==> src/drs_defines.vh <==
// drs_defines.vh: state codes, message codes and timing counts for the swap engine
// assumes a 10 MHz engine clock; included by the engine, the checker and the bench
`ifndef DRS_DEFINES_VH
`define DRS_DEFINES_VH

// engine states
`define DRS_ST_SNK_READY      5'h00
`define DRS_ST_SNK_ACCEPT     5'h01
`define DRS_ST_SNK_TO_OFF     5'h02
`define DRS_ST_SNK_ASSERT_RP  5'h03
`define DRS_ST_SNK_SOURCE_ON  5'h04
`define DRS_ST_SNK_SEND_SWAP  5'h05
`define DRS_ST_SNK_REJECT     5'h06
`define DRS_ST_SRC_STARTUP    5'h07
`define DRS_ST_ERROR_RECOVERY 5'h08
`define DRS_ST_SRC_READY      5'h09
`define DRS_ST_FRS_CC_SIGNAL  5'h0a
`define DRS_ST_FRS_EVALUATE   5'h0b
`define DRS_ST_FRS_ACCEPT     5'h0c
`define DRS_ST_FRS_TO_OFF     5'h0d
`define DRS_ST_FRS_ASSERT_RD  5'h0e
`define DRS_ST_FRS_WAIT_SRC   5'h0f
`define DRS_ST_SNK_STARTUP    5'h10
`define DRS_ST_SRC_HARD_RESET 5'h11
`define DRS_ST_DEFAULT        5'h12

// message type codes on the protocol layer port
`define DRS_MSG_NONE    4'h0
`define DRS_MSG_ACCEPT  4'h1
`define DRS_MSG_REJECT  4'h2
`define DRS_MSG_WAIT    4'h3
`define DRS_MSG_PS_RDY  4'h4
`define DRS_MSG_PR_SWAP 4'h5
`define DRS_MSG_FR_SWAP 4'h6

// clock in kHz, timer figures in microseconds, timer width in bits
`define DRS_CLOCK_KHZ          10000
`define DRS_SENDER_RESP_US     27000
`define DRS_SOURCE_OFF_US      750000
`define DRS_SOURCE_ON_US       435000
`define DRS_TIMER_WIDTH        24

`endif

==> src/drs_swap_engine.v <==
// drs_swap_engine.v: policy engine for power role swap (sink to source) and
// fast role swap (source to sink) of a dual-role port
// assumes protocol layer and policy manager run on the same clock; the
// fast swap cc detect and hard reset arrive asynchronously and are synchronised
`timescale 1ns/1ps
`default_nettype none
`include "drs_defines.vh"

module drs_swap_engine #(
  parameter SENDER_RESP_CYCLES = `DRS_SENDER_RESP_US * (`DRS_CLOCK_KHZ / 1000),
  parameter SOURCE_OFF_CYCLES  = `DRS_SOURCE_OFF_US * (`DRS_CLOCK_KHZ / 1000),
  parameter SOURCE_ON_CYCLES   = `DRS_SOURCE_ON_US * (`DRS_CLOCK_KHZ / 1000),
  parameter TW                 = `DRS_TIMER_WIDTH
) (
  input  wire       clock,
  input  wire       rst,
  // protocol layer
  input  wire       rx_valid,
  input  wire [3:0] rx_type,
  input  wire       tx_done,
  input  wire       tx_failed,
  output reg        tx_req,
  output reg  [3:0] tx_type,
  // policy manager requests and answers
  input  wire       pm_swap_request,
  input  wire       pm_start_sink_ready,
  input  wire       pm_start_src_ready,
  input  wire       pm_reject_wait,
  input  wire       pm_reject_request,
  input  wire       pm_eval_ok,
  input  wire       pm_eval_not_ok,
  input  wire       pm_rp_asserted,
  input  wire       pm_rd_asserted,
  input  wire       pm_source_on,
  input  wire       pm_vbus_safe5v,
  input  wire       pm_contract,
  // asynchronous pins
  input  wire       frs_cc_detect_pin,
  input  wire       hard_reset_pin,
  // outputs to policy manager
  output reg        sink_off_req,
  output reg        assert_rp_req,
  output reg        assert_rd_req,
  output reg        source_on_req,
  output reg        frs_eval_query,
  output reg        error_recovery,
  output reg        src_hard_reset,
  output reg  [4:0] state
);
  reg  [4:0] next_state;
  reg        tx_pending;
  wire [1:0] pin_sync;
  wire       frs_cc_detect;
  wire       hard_reset;
  wire       resp_expired;
  wire       off_expired;
  wire       on_expired;
  wire       enter;
  reg        entered;

  drs_sync #(.WIDTH(2)) u_sync (
    .clock    (clock),
    .rst      (rst),
    .async_in ({hard_reset_pin, frs_cc_detect_pin}),
    .sync_out (pin_sync)
  );
  assign frs_cc_detect = pin_sync[0];
  assign hard_reset    = pin_sync[1];

  // entry pulse: first cycle in a new state
  assign enter = entered;

  function rx_is;
    input       valid;
    input [3:0] got;
    input [3:0] want;
    begin
      rx_is = valid && (got == want);
    end
  endfunction

  wire leave = (next_state != state);

  drs_timer #(.WIDTH(TW)) u_resp_timer (
    .clock   (clock),
    .rst     (rst),
    .start   (enter && state == `DRS_ST_SNK_SEND_SWAP),
    .stop    (leave && state == `DRS_ST_SNK_SEND_SWAP),
    .load    (SENDER_RESP_CYCLES[TW-1:0]),
    .expired (resp_expired)
  );

  drs_timer #(.WIDTH(TW)) u_off_timer (
    .clock   (clock),
    .rst     (rst),
    .start   (enter && state == `DRS_ST_SNK_TO_OFF),
    .stop    (leave && state == `DRS_ST_SNK_TO_OFF),
    .load    (SOURCE_OFF_CYCLES[TW-1:0]),
    .expired (off_expired)
  );

  drs_timer #(.WIDTH(TW)) u_on_timer (
    .clock   (clock),
    .rst     (rst),
    .start   (enter && state == `DRS_ST_FRS_WAIT_SRC),
    .stop    (leave && state == `DRS_ST_FRS_WAIT_SRC),
    .load    (SOURCE_ON_CYCLES[TW-1:0]),
    .expired (on_expired)
  );

  // next state; hard reset overrides any state, cc fast swap detect with pm_contract any state outside the fast swap path
  always @*
  begin
    next_state = state;
    if (hard_reset)
      next_state = `DRS_ST_DEFAULT;
    else if (frs_cc_detect && pm_contract && state != `DRS_ST_FRS_CC_SIGNAL
             && state != `DRS_ST_FRS_EVALUATE && state != `DRS_ST_FRS_ACCEPT
             && state != `DRS_ST_FRS_TO_OFF && state != `DRS_ST_FRS_ASSERT_RD
             && state != `DRS_ST_FRS_WAIT_SRC)
      next_state = `DRS_ST_FRS_CC_SIGNAL;
    else
    begin
      case (state)
        `DRS_ST_DEFAULT:
          if (pm_start_sink_ready)
            next_state = `DRS_ST_SNK_READY;
          else if (pm_start_src_ready)
            next_state = `DRS_ST_SRC_READY;
        `DRS_ST_SNK_READY:
          if (rx_is(rx_valid, rx_type, `DRS_MSG_PR_SWAP))
            next_state = pm_reject_request ? `DRS_ST_SNK_REJECT : `DRS_ST_SNK_ACCEPT;
          else if (pm_swap_request)
            next_state = `DRS_ST_SNK_SEND_SWAP;
        `DRS_ST_SNK_ACCEPT:
          if (tx_done)
            next_state = `DRS_ST_SNK_TO_OFF;
        `DRS_ST_SNK_TO_OFF:
          if (off_expired)
            next_state = `DRS_ST_ERROR_RECOVERY;
          else if (rx_is(rx_valid, rx_type, `DRS_MSG_PS_RDY))
            next_state = `DRS_ST_SNK_ASSERT_RP;
        `DRS_ST_SNK_ASSERT_RP:
          if (pm_rp_asserted)
            next_state = `DRS_ST_SNK_SOURCE_ON;
        `DRS_ST_SNK_SOURCE_ON:
          if (tx_failed)
            next_state = `DRS_ST_ERROR_RECOVERY;
          else if (tx_done && tx_type == `DRS_MSG_PS_RDY)
            next_state = `DRS_ST_SRC_STARTUP;
        `DRS_ST_SNK_SEND_SWAP:
          if (rx_is(rx_valid, rx_type, `DRS_MSG_ACCEPT))
            next_state = `DRS_ST_SNK_TO_OFF;
          else if (rx_is(rx_valid, rx_type, `DRS_MSG_REJECT) ||
                   rx_is(rx_valid, rx_type, `DRS_MSG_WAIT) || resp_expired)
            next_state = `DRS_ST_SNK_READY;
        `DRS_ST_SNK_REJECT:
          if (tx_done || tx_failed)
            next_state = `DRS_ST_SNK_READY;
        `DRS_ST_SRC_READY:
          if (rx_is(rx_valid, rx_type, `DRS_MSG_FR_SWAP))
            next_state = `DRS_ST_FRS_EVALUATE;
        `DRS_ST_FRS_CC_SIGNAL:
          if (rx_is(rx_valid, rx_type, `DRS_MSG_FR_SWAP))
            next_state = `DRS_ST_FRS_EVALUATE;
        `DRS_ST_FRS_EVALUATE:
          if (!entered && (pm_eval_not_ok || !frs_cc_detect))
            next_state = `DRS_ST_SRC_HARD_RESET;
          else if (!entered && pm_eval_ok)
            next_state = `DRS_ST_FRS_ACCEPT;
        `DRS_ST_FRS_ACCEPT:
          if (tx_failed)
            next_state = `DRS_ST_SRC_HARD_RESET;
          else if (tx_done)
            next_state = `DRS_ST_FRS_TO_OFF;
        `DRS_ST_FRS_TO_OFF:
          if (pm_vbus_safe5v)
            next_state = `DRS_ST_FRS_ASSERT_RD;
        `DRS_ST_FRS_ASSERT_RD:
          if (pm_rd_asserted)
            next_state = `DRS_ST_FRS_WAIT_SRC;
        `DRS_ST_FRS_WAIT_SRC:
          if (on_expired || tx_failed)
            next_state = `DRS_ST_ERROR_RECOVERY;
          else if (rx_is(rx_valid, rx_type, `DRS_MSG_PS_RDY))
            next_state = `DRS_ST_SNK_STARTUP;
        // terminal states hand over to the wider engine, which resets us
        `DRS_ST_SRC_STARTUP, `DRS_ST_SNK_STARTUP,
        `DRS_ST_ERROR_RECOVERY, `DRS_ST_SRC_HARD_RESET:
          next_state = state;
        default:
          next_state = `DRS_ST_DEFAULT;
      endcase
    end
  end

  always @(posedge clock or posedge rst)
  begin
    if (rst)
    begin
      state      <= `DRS_ST_DEFAULT;
      entered    <= 1'b0;
    end
    else
    begin
      state      <= next_state;
      entered    <= (next_state != state);
    end
  end

  // transmit requests: one pulse on entry to a sending state, or in source-on once pm_source_on is set
  always @(posedge clock or posedge rst)
  begin
    if (rst)
    begin
      tx_req     <= 1'b0;
      tx_type    <= `DRS_MSG_NONE;
      tx_pending <= 1'b0;
    end
    else
    begin
      tx_req <= 1'b0;
      if (tx_done || tx_failed)
        tx_pending <= 1'b0;
      if (enter)
      begin
        case (state)
          `DRS_ST_SNK_ACCEPT, `DRS_ST_FRS_ACCEPT:
          begin
            tx_req     <= 1'b1;
            tx_type    <= `DRS_MSG_ACCEPT;
            tx_pending <= 1'b1;
          end
          `DRS_ST_SNK_SEND_SWAP:
          begin
            tx_req     <= 1'b1;
            tx_type    <= `DRS_MSG_PR_SWAP;
            tx_pending <= 1'b1;
          end
          `DRS_ST_SNK_REJECT:
          begin
            tx_req     <= 1'b1;
            // wait when the manager still evaluates, otherwise reject
            tx_type    <= pm_reject_wait ? `DRS_MSG_WAIT : `DRS_MSG_REJECT;
            tx_pending <= 1'b1;
          end
          `DRS_ST_FRS_WAIT_SRC:
          begin
            tx_req     <= 1'b1;
            tx_type    <= `DRS_MSG_PS_RDY;
            tx_pending <= 1'b1;
          end
          // no hold of tx_pending here, so a same-cycle completion still clears it
          default:
            tx_req <= 1'b0;
        endcase
      end
      // source-on leaves through PS_RDY; the engine holds until it is sent or lost
      else if (state == `DRS_ST_SNK_SOURCE_ON && pm_source_on && !tx_pending)
      begin
        tx_req     <= 1'b1;
        tx_type    <= `DRS_MSG_PS_RDY;
        tx_pending <= 1'b1;
      end
    end
  end

  // level requests to the policy manager, held while in the state
  always @(posedge clock or posedge rst)
  begin
    if (rst)
    begin
      sink_off_req   <= 1'b0;
      assert_rp_req  <= 1'b0;
      assert_rd_req  <= 1'b0;
      source_on_req  <= 1'b0;
      frs_eval_query <= 1'b0;
      error_recovery <= 1'b0;
      src_hard_reset <= 1'b0;
    end
    else
    begin
      // timer starts on entry; sink-off request follows a cycle later
      sink_off_req   <= (state == `DRS_ST_SNK_TO_OFF);
      assert_rp_req  <= (next_state == `DRS_ST_SNK_ASSERT_RP);
      assert_rd_req  <= (next_state == `DRS_ST_FRS_ASSERT_RD);
      source_on_req  <= (next_state == `DRS_ST_SNK_SOURCE_ON) ||
                        (next_state == `DRS_ST_SRC_STARTUP);
      frs_eval_query <= (next_state == `DRS_ST_FRS_EVALUATE);
      error_recovery <= (next_state == `DRS_ST_ERROR_RECOVERY);
      src_hard_reset <= (next_state == `DRS_ST_SRC_HARD_RESET);
    end
  end
endmodule // drs_swap_engine
`default_nettype wire

==> src/drs_sync.v <==
// drs_sync.v: two-flop synchroniser for a bundle of levels
// assumes inputs are asynchronous levels held for several cycles
`timescale 1ns/1ps
`default_nettype none
module drs_sync #(
  parameter WIDTH = 8
) (
  input  wire             clock,
  input  wire             rst,
  input  wire [WIDTH-1:0] async_in,
  output reg  [WIDTH-1:0] sync_out
);
  reg [WIDTH-1:0] stage1;

  always @(posedge clock or posedge rst)
  begin
    if (rst)
    begin
      stage1   <= {WIDTH{1'b0}};
      sync_out <= {WIDTH{1'b0}};
    end
    else
    begin
      stage1   <= async_in;
      sync_out <= stage1;
    end
  end
endmodule // drs_sync
`default_nettype wire

==> src/drs_timer.v <==
// drs_timer.v: one-shot down counter with start, stop and a one-cycle expiry pulse
// assumes start and stop come from logic on the same clock
`timescale 1ns/1ps
`default_nettype none
module drs_timer #(
  parameter WIDTH = 24
) (
  input  wire             clock,
  input  wire             rst,
  input  wire             start,
  input  wire             stop,
  input  wire [WIDTH-1:0] load,
  output reg              expired
);
  reg [WIDTH-1:0] count;
  reg             running;

  always @(posedge clock or posedge rst)
  begin
    if (rst)
    begin
      count   <= {WIDTH{1'b0}};
      running <= 1'b0;
      expired <= 1'b0;
    end
    else
    begin
      expired <= 1'b0;
      // start wins over stop so a re-entry restarts cleanly
      if (start)
      begin
        count   <= load;
        running <= 1'b1;
      end
      else if (stop)
        running <= 1'b0;
      else if (running)
      begin
        if (count <= {{(WIDTH-1){1'b0}}, 1'b1})
        begin
          running <= 1'b0;
          expired <= 1'b1;
        end
        else
          count <= count - {{(WIDTH-1){1'b0}}, 1'b1};
      end
    end
  end
endmodule // drs_timer
`default_nettype wire
==> config.mk <==
export PLATFORM = sky130hd
export DESIGN_NAME = drs_swap_engine
export DESIGN_NICKNAME = d
export VERILOG_FILES = /design/src/drs_swap_engine.v /design/src/drs_sync.v /design/src/drs_timer.v
export VERILOG_INCLUDE_DIRS = /design/src
export SDC_FILE = /design/constraint.sdc
export NUM_CORES = 1
export LEC_CHECK = 0
export BUFFER_PORTS_ARGS = -buffer_cell sky130_fd_sc_hd__buf_2
export CAP_MARGIN = 30
export CELL_PAD_IN_SITES_DETAIL_PLACEMENT = 0
export CELL_PAD_IN_SITES_GLOBAL_PLACEMENT = 1
export CORE_MARGIN = 2
export CORE_UTILIZATION = 40
export DETAILED_ROUTE_END_ITERATION = 12
export PLACE_DENSITY_LB_ADDON = 0.1
export SYNTH_ARGS = -nofsm -noshare
export SYNTH_HDL_FRONTEND = slang
export SYNTH_SLANG_ARGS = --single-unit
export TNS_END_PERCENT = 20
==> constraint.sdc <==
create_clock -name clock -period 4.4 [get_ports clock]
set_input_delay 0.88 -clock clock [delete_from_list [all_inputs] [get_ports clock]]
set_output_delay 0.88 -clock clock [all_outputs]
set_load 0.1 [all_outputs]
---- After elaboration in Yosys (flattened, before gate mapping) ----
Cells that the tools add are included.
word-level totals
  flip-flop bits (word level) ............. 101
  input bits .............................. 23
  output and inout port bits .............. 17
cells by class
  add/sub/neg operators ................... 3
  $lt $le $gt $ge ......................... 3
  equality and inequality tests ........... 46
  muxes and demuxes ....................... 73
  reductions and logical operators ........ 46
operators by type and width
  kind                                                                    number
  24-bit 2-to-1 mux                                                       12
  5-bit 2-to-1 mux                                                        24
  5-bit one-hot mux with 15 select lines                                  1
  24-bit by 1-bit <= comparator with 1-bit output, second input constant  3
  24-bit by 1-bit subtractor with 24-bit output, second input constant    3
  5-bit by 4-bit == test with 1-bit output, second input constant         11
  1-bit 2-to-1 mux                                                        32
  5-bit by 3-bit == test with 1-bit output, second input constant         6
  5-bit by 4-bit != test with 1-bit output, second input constant         6
  1-bit logical AND                                                       24
  5-bit == test, second input constant                                    4
  4-bit by 3-bit == test with 1-bit output, second input constant         4
  4-bit one-hot mux with 4 select lines                                   1
  5-bit by 2-bit == test with 1-bit output, second input constant         3
  2-bit by 1-bit != test with 1-bit output, second input constant         6
  3-bit AND reduction                                                     3
  4-bit by 2-bit == test with 1-bit output, second input constant         2
  4-bit 2-to-1 mux                                                        2
  2-bit nonzero test                                                      4
  1-bit logical OR                                                        6
  5-bit by 1-bit == test with 1-bit output, second input constant         1
  5-bit zero test                                                         1
  5-bit by 1-bit != test with 1-bit output, second input constant         1
  5-bit != test                                                           1
  other kinds (7)                                                         10

---- Depth between registers and ports, before layout ----
Gate-level depths: netlist of run 1.
  depth in word-level cells ............... 13
  gate-level depth with buffers ........... 13

---- Hierarchy ----
Synthesis of run 1 repeated with hierarchy kept, for this count alone.
second synthesis, totals
  cell total of the unflattened synthesis .. 763
  area total of the unflattened synthesis .. 6765.2 um2
by module, submodules not included
  module                      instances  cells an instance  area each (um2)  seq. area each (um2)
  drs_timer (u_on_timer ...)  2          183                1664.1           650.6
  drs_swap_engine             1          226                1722.9           452.9
  drs_timer (u_off_timer)     1          166                1610.3           650.6
  drs_sync                    1          5                  103.8            100.1

---- Worst setup path before layout of run 1 ----
No wires, ideal clock.
  path type ............................... register -> register
  from .................................... register state[0]
  to ...................................... register u_resp_timer.count[1]
  arrival time ............................ 3.576 ns
  slack ................................... 0.725 ns
  stages on the path, launching flop included .. 13
  path buffers ............................ 3
  period minus slack after synthesis ...... 3.675 ns
  cells stage by stage .................... dfrtp_1 > buf_2 > buf_2 > nor2_1 > nand2_1 > mux2i_1 > a211o_1 > a211oi_1 > mux2_2 > o31ai_1 > buf_2 > a21oi_1 > a311oi_1
between the ends
  word-level cells in the longest chain between the ends .. 13
ends and longest elaborated chain
  what                                                                             RTL line               RTL
  from (decl)                                                                      drs_swap_engine.v:48   output reg [4:0] state
  from (signal assigned)                                                           drs_swap_engine.v:201  state <= `DRS_ST_DEFAULT;
  from (signal assigned)                                                           drs_swap_engine.v:206  state <= next_state;
  branches (longest 13 deep; another with 5-bit one-hot mux with 15 select lines)  --
  to (signal assigned)                                                             drs_timer.v:22         count <= {WIDTH{1'b0}};
  to (signal assigned)                                                             drs_timer.v:32         count <= load;
  to (signal assigned)                                                             drs_timer.v:45         count <= count - {{(WIDTH-1){1'b0}}, 1'b1};
  to (decl)                                                                        drs_timer.v:15         reg [WIDTH-1:0] count;
Several ways; the timed one is not identified.
A chain may end at the register's enable or synchronous reset.

---- Worst setup path after layout of run 1 ----
  from .................................... register state[3]
  to ...................................... register u_off_timer.count[17]
between the ends
  word-level cells in the longest chain between the ends .. 13
ends and longest elaborated chain
  what                                                                             RTL line
  branches (longest 13 deep; another with 5-bit one-hot mux with 15 select lines)  --
  to (signal assigned)                                                             drs_timer.v:22
  to (signal assigned)                                                             drs_timer.v:32
  to (signal assigned)                                                             drs_timer.v:45
  to (decl)                                                                        drs_timer.v:15
Several ways; the timed one is not identified.

==> metrics.md, run 1 <==
| Metric | Value |
|---|---|
| GRT Total Usage | 21.54% |
| Core area | 0.01515 mm2 |
| Starting Density | roughly two fifths |
| Drt first-iter violations | 428 |
| RePlAce Congestion | 0.9386 |
| Critical Path RT | between 4 and 5 ns |
| Sequential area share after synthesis | 40.54% |
| IO buf count | 38 |
| Internal power | between 1.5 and 2 mW |
| IO Pins | 40 |
| Routed WL per cell | 18.25 um |
| Worst slew margin | about half |
| Clock root buffer | clkbuf_16 |
| Critical-path top delay cell | dfrtp_1 |
| Fin. max-slew vios | 0 |
| Post-synth cell types | 80 |
| Chip Width | around 130 um |
| Post-route minimum period | 3.970 ns |
| Worst slew pin tran | 0.7363 ns |
| Unrepaired setup endpoints after global routing | false |
| First-pass GRT wire length | 28390 um |
| H-tree levels | 3 |
| Mean Syn Cell Area | around 8.6 um2 |
| Final ANT Viol Nets | 0 |
| Status | finished clean |
| Vias | between 5000 and 6000 |
| DIE AREA | 0.01646 mm2 |
| Pwr per Cell Area | 445.7 mW/mm2 |
| Synthesized area | 0.006178 mm2 |
| Highest clock rate | roughly 250 MHz |
| Vias per cell | between 6 and 7 |
| Clk slew on worst S/H paths | 0.08 ns |
| Final HPWL DP | approximately 12000 um |
| LEAKAGE | 2.783 nW |
| CP Capture Type | flip-flop |
| Clock Sink Count | 100 |
| Final Worst Setup Slack | 0.4299 ns |
| Synth Net Count | 746 |
| Max Buffers Root-to-Sink | 2 |
| Hold path start | u_sync.stage1[0]$_DFF_PP0_ |
| FP Rows | 45 |
| Worst EP arrival | 4.25 ns |
| Die Height | 128.3 um |
| Vias in the first global route | 5573 |
| Layout Skew | 0.009667 ns |
| Largest net degree at the start of global routing | 77 |
| Fraction of layout cells with a size suffix above 1 | between 10% and 20% |
| Post-synth ARST share | 100.0% |
| Setup violators final | 0 |
| Endpoints failing hold | 0 |
| Overflow after GRT | 0 |
| # nets final | 778 |
| Seq pwr share | roughly 41% |
| Clk_lat worst skew | 0.35 ns |
| Post_cts resized | 0 |
| Final worst path period share | 90.23% |
| Post-Place Setup Slack | 0.4757 ns |
| #FFs+latches synth | 100 |
| Clock power share | 27.5% |
| Setup repair bufs after CTS | 0 |
| N_diodes | 0 |
| CTS tree | built |
| Worst setup SP type | flip-flop |
| Critical Path Start | state[3]$_DFF_PP0_ |
| Net Sw Power | 1.244 mW |
| Crit Path Max Fanout | 47 |
| Post-route DRC | 0 |
| Drt total wl | 17190 um |
| Hold-fix buffers at CTS | 0 |
| Worst stage delay on the critical path | slightly below 0.8 ns |
| Switching share of total power | between 40% and 50% |
| EDFF count, synth | 0 |
| Final TNS setup | 0 ns |
| Area growth syn-to-layout | 12.54% |
| Max VDD drop | between 200 and 250 uV |
| Antenna violations before repair | 0 |
| Worst-path cell chain | nor3_1 -> nand2_1 -> inv_1 -> a221o_1 -> a211oi_1 -> mux2i_1 -> a31oi_2 -> buf_4 -> or4_1 -> nand3_1 |
| Reg-to-Reg Start | state[3]$_DFF_PP0_ |
| Gate power share | 32.0% |
| MaxCap Viol Count | 0 |
| Pre-antenna DRT Iters | 5 |
| Top FF cell, synth | dfrtp_1 |
| YS warnings | 0 |
| Synth Instances | 717 |
| Cts bufs inserted | 9 |
| Hold Crit Class | reg2reg |
| Crit Path Class | reg2reg |
## synth_stat cells (3+ instances only)
master	count	share of area [%]
and2_1	6	0.61
and3b_1	3	0.43
or4_1	17	2.1
a21boi_0	3	0.36
a211oi_1	5	0.61
o21a_1	3	0.36
a31o_2	3	0.43
o211ai_1	7	0.85
or3_1	60	6.1
xnor2_1	3	0.43
o31ai_1	7	0.85
a31oi_1	6	0.61
nand3b_1	8	0.97
o21ai_0	61	4.9
mux2i_1	6	0.97
nand4_1	13	1.3
and3_1	8	0.81
o211a_1	5	0.81
a211o_1	3	0.43
or2_2	4	0.40
nor2_1	56	3.4
dfrtp_1	98	40
clkbuf_1	21	1.3
o41ai_1	3	0.43
nand4b_1	8	1.1
o31a_1	5	0.71
nor2b_1	8	0.81
buf_2	15	1.2
nand2b_1	12	1.2
a21oi_1	52	4.2
nor3_1	31	2.5
nor4_1	18	1.8
nor3b_1	3	0.36
o21ai_1	3	0.24
ha_1	6	1.2
inv_1	18	1.1
nand3_1	33	2.7
nand2_1	42	2.6
## critical path, delay by kind of cell, from the launching register on
kind / cells / cell delay, ns
simple gates: 4 / 1.17
compound gates: 3 / 1.03
flops: 1 / 0.78
mux: 1 / 0.48
buf+inv: 2 / 0.42
## path summary, 6_finish.rpt
path                       slack, ns                                 to  cells past startpoint
hold / removal                  0.36       u_sync.sync_out[0]$_DFF_PP0_                      0
hold reg to reg                 0.36       u_sync.sync_out[0]$_DFF_PP0_                      0
min in group asynchronous       0.45    u_on_timer.count[6]$_DFFE_PP0P_                      2
max in group asynchronous       2.98               tx_pending$_DFF_PP0_                      4
setup / recovery                0.43  u_off_timer.count[17]$_DFFE_PP0P_                     10
setup reg to reg                0.43  u_off_timer.count[17]$_DFFE_PP0P_                     10
## cell usage in the layout, fill, tap and decap left out, types with 13 or more instances in the layout
master	synthesis	final
nand2_1	42	42
inv_1	18	17
nor2_1	56	56
dfrtp_1	98	98
o21ai_0	61	61
nand4_1	13	13
or3_1	60	60
nor4_1	18	18
nand3_1	33	33
buf_2	15	38
a21oi_1	52	52
or4_1	17	17
nor3_1	31	31
buf_4	1	21
## cell type report
type / count / area, um2
fillers: 1498 / 8193
multi-input cells: 559 / 3445
flip-flops and latches: 100 / 2505
repair buffers: 60 / 375.4
clock buffers: 10 / 239.0
well taps: 188 / 235.2
clock inverters: 6 / 80.08
inverters: 19 / 73.82
## power groups by stage
stage	clock network [mW]	logic, mW	registers (mW)
CTS	0.878	0.986	1.25
finish	0.853	0.990	1.26
global route	0.919	1.09	1.28
global placement	0	0.967	1.26
detailed placement	0	0.983	1.27
floorplan	0	0.607	1.37
## cell families after synthesis
logic type	after synthesis	share of synthesized area, %
multiplexers	7	1.154
adder cells (fa/ha/maj)	6	1.215
other	1	0.06070
AO/OA/AOI/OAI	194	20.49
AND/OR/NAND/NOR	348	32.10
XOR/XNOR	3	0.4254
buffers and inverters	58	4.010
flip-flops	100	40.54
## layer usage
layer  vias up  part of all wire [%]  GRT usage (%)
li1       2777                     -              -
met1      2849                    46          29.56
met2       153                    48          35.01
met3        29                   3.9          3.464
met4         0                   1.9          6.593
met5         -                     0              0
## metrics by stage
stage	std cells	power, mW	instance area, um2	util (%)	hold WS (ns)
final	942	3.099	6953	45.91	0.3597
after global routing	942	3.295	6953	45.91	0.3674
after CTS	940	3.116	6918	45.68	0.3614
after detailed placement	924	2.252	6599	43.57	0.3448
after global placement	924	2.227	6599	43.57	0.3395
after floorplan	717	1.976	6178	-	0.3312
## state kept, by name (all words and copies together), names as in the netlist
| register | flops |
|---|---|
| enter | 1 |
| tx_pending | 1 |
| assert_rp_req | 1 |
| u_off_timer.count | 24 |
| u_on_timer.count | 24 |
| error_recovery | 1 |
| u_on_timer.running | 1 |
| state | 5 |
| u_resp_timer.count | 24 |
| source_on_req | 1 |
| u_resp_timer.expired | 1 |
| u_off_timer.running | 1 |
| u_resp_timer.running | 1 |
| u_on_timer.expired | 1 |
| tx_type | 3 |
| u_sync.sync_out | 2 |
| u_sync.stage1 | 2 |
| u_off_timer.expired | 1 |
| frs_eval_query | 1 |
| src_hard_reset | 1 |
| assert_rd_req | 1 |
| tx_req | 1 |
| sink_off_req | 1 |
Power figures use the tool's default switching activity.
==> run 2, diff against run 1 <==
REMOVE_ABC_BUFFERS = 1   (was default)
==> metrics.md, run 2 (synthesis gave the netlist of run 1 again) <==
| Metric | Value |
|---|---|
| Status | finished clean |
| Critical Path RT | 4.68 ns (about the same) |
| Layout Skew | 0.006203 ns (-0.003464 ns) |
| FP Rows | 45 (unchanged) |
| Cts bufs inserted | 9 (unchanged) |
| N_diodes | 0 (unchanged) |
| Largest regs | u_off_timer.count (24), u_on_timer.count (24), u_resp_timer.count (24) |
| Worst-path cell chain | nor2b_1 -> nand2_1 -> inv_1 -> a221o_1 -> a211oi_1 -> mux2i_1 -> a31oi_2 -> buf_12 -> or4_1 -> nand3_1 |
| Switching share of total power | 39.87% (-0.27 points) |
| CTS tree | built |
| IO Pins | 40 (unchanged) |
| CP Capture Type | flip-flop |
| First-pass GRT wire length | 28880 um (+1.7%) |
| Post_cts resized | 0 (unchanged) |
| MaxCap Viol Count | 0 (unchanged) |
| DIE AREA | 0.01646 mm2 (unchanged) |
| Critical-path top delay cell | dfrtp_1 |
| RePlAce Congestion | 0.9504 (+1.3%) |
| Fin. max-slew vios | 0 (unchanged) |
| Final HPWL DP | 11750 um (about the same) |
| H-tree levels | 3 (unchanged) |
| Critical Path Stages | 10 (unchanged) |
| Post-route DRC | 0 (unchanged) |
| Hold Crit Class | reg2reg |
| Cell area after placement | 0.006619 mm2 (+0.30%) |
| Starting Density | 40.79% (unchanged) |
| Worst slew margin | 48.41% (-2.0 points) |
| Worst setup SP type | flip-flop |
| Hold-fix buffers at CTS | 0 (unchanged) |
| Max VDD drop | 267.8 uV (+19%) |
| Total power | 3.082 mW (-0.56%) |
| Final TNS setup | 0 ns (unchanged) |
| Clock power share | 27.5% (about the same) |
| Highest clock rate | 264.4 MHz (+5.0%) |
| Routed WL per cell | 17.99 um (-1.4%) |
| GRT Total Usage | 21.74% (+0.21 points) |
| Setup violators final | 0 (unchanged) |
| Drt first-iter violations | 588 (+37%) |
| LEAKAGE | 2.766 nW (-0.60%) |
| Crit Path Class | reg2reg |
| Vias per cell | 6.072 (-1.5%) |
| Grt met3 use | 4.549% (+1.1 points) |
| Post-route minimum period | 3.782 ns (-0.1876 ns) |
| Fraction of layout cells with a size suffix above 1 | 13.55% (-0.11 points) |
| Most frequent cells in the layout | 98 x dfrtp_1, 61 x o21ai_0, 60 x or3_1, 56 x nor2_1, 52 x a21oi_1 |
| Critical path's top delay family | simple AND/OR/NAND/NOR gates |
| Clk slew on worst S/H paths | 0.07 ns (about the same) |
| Seq pwr share | 40.8% (+0.3 points) |
| # nets final | 777 (-0.13%) |
| Worst stage delay on the critical path | 0.77 ns (about the same) |
| Pre-antenna DRT Iters | 5 (unchanged) |
| Final worst path period share | 85.97% (-4.3 points) |
| Vias in the first global route | 5671 (+1.8%) |
| Overflow after GRT | 0 (unchanged) |
| Gate power share | 31.8% (-0.2 points) |
| Hold depth | 0 (unchanged) |
| Worst slew pin tran | 0.7668 ns (+0.03043 ns) |
| Layer with the highest usage | met2 |
| R2R depth | 10 (unchanged) |
| GRT met1 Usage | 29.39% (-0.17 points) |
| Core area | 0.01515 mm2 (unchanged) |
| Endpoints failing hold | 0 (unchanged) |
| Clock Sink Count | 100 (unchanged) |
| Crit Path Max Fanout | 47 (unchanged) |
| Chip Width | 128.3 um (unchanged) |
| Unrepaired setup endpoints after global routing | false |
| Vias | 5714 (-1.6%) |
| Met2 Use GR | 35.23% (+0.22 points) |
| Largest net degree at the start of global routing | 48 (-38%) |
| Clock root buffer | clkbuf_16 |
| IO buf count | 38 (unchanged) |
| Commonest non-fill, non-tap cell in the layout | dfrtp_1 |
| Post-Layout Inst Area | 0.006929 mm2 (-0.34%) |
| Final core occ | 45.75% (-0.16 points) |
| Drt total wl | 16930 um (-1.5%) |
| Internal power | 1.853 mW (-0.11%) |
| Max Buffers Root-to-Sink | 2 (unchanged) |
| Area growth syn-to-layout | 12.15% |
| Final ANT Viol Nets | 0 (unchanged) |
| Worst EP arrival | 4.06 ns (-0.19 ns) |
| Crit path buffers/inverters | 2 (unchanged) |
| Net Sw Power | 1.229 mW (-1.2%) |
| Pwr per Cell Area | 444.7 mW/mm2 (-0.22%) |
| Die Height | 128.3 um (unchanged) |
| Clk_lat worst skew | 0.35 ns (about the same) |
| Antenna violations before repair | 0 (unchanged) |
| Setup repair bufs after CTS | 0 (unchanged) |
[run 2: cell count changes in the layout (fill, tap and decap cells not counted)]
cell,delta
buf_12,+1
buf_16,-1
buf_4,-1
clkinv_4,+1
clkinv_8,-1
clkinvlp_4,+1
inv_6,-1
[run 2: final cells by class]
| type | count | area (um2) |
|---|---|---|
| Inverter | 19 | 73.82 |
| Clock inverter | 6 | 71.32 |
| Clock buffer | 10 | 239.0 |
| Sequential cell | 100 | 2505 |
| Tap cell | 188 | 235.2 |
| Fill cell | 1497 | 8217 |
| Multi-Input combinational cell | 559 | 3445 |
| Timing Repair Buffer | 59 | 360.3 |
[run 2: power groups by stage]
stage / clock [mW] / combinational (mW) / sequential (mW)
floorplan: 0 / 0.550 / 1.39
global placement: 0 / 0.972 / 1.27
detailed placement: 0 / 0.981 / 1.27
CTS: 0.879 / 0.985 / 1.25
global route: 0.915 / 1.08 / 1.29
finish: 0.846 / 0.979 / 1.26
[run 2: final timing paths]
kind | start | to | slack (ns)
setup / recovery | state[2]$_DFF_PP0_ | u_off_timer.count[7]$_DFFE_PP0P_ | 0.62
min in group asynchronous | rst | u_on_timer.count[6]$_DFFE_PP0P_ | 0.47
setup reg to reg | state[2]$_DFF_PP0_ | u_off_timer.count[7]$_DFFE_PP0P_ | 0.62
hold reg to reg | u_sync.stage1[1]$_DFF_PP0_ | u_sync.sync_out[1]$_DFF_PP0_ | 0.35
hold / removal | u_sync.stage1[1]$_DFF_PP0_ | u_sync.sync_out[1]$_DFF_PP0_ | 0.35
max in group asynchronous | rst | u_resp_timer.count[11]$_DFFE_PP0P_ | 3.09
[run 2: through the flow]
step | std cells | hold slack (ns) | worst slack, ns
6_report | 941 | 0.3498 | 0.6175
5_1_grt | 941 | 0.3782 | 0.2314
4_1_cts | 941 | 0.3515 | 0.6355
3_5_place_dp | 925 | 0.3347 | 0.6280
3_3_place_gp | 925 | 0.3358 | 0.6181
2_1_floorplan | 678 | 0.3312 | -0.3325
[run 2: routing by layer]
metal	vias to the layer above	wire (um)
li1	2768	-
met2	154	7975
met5	-	0
met1	2768	7897
met4	0	255
met3	24	804
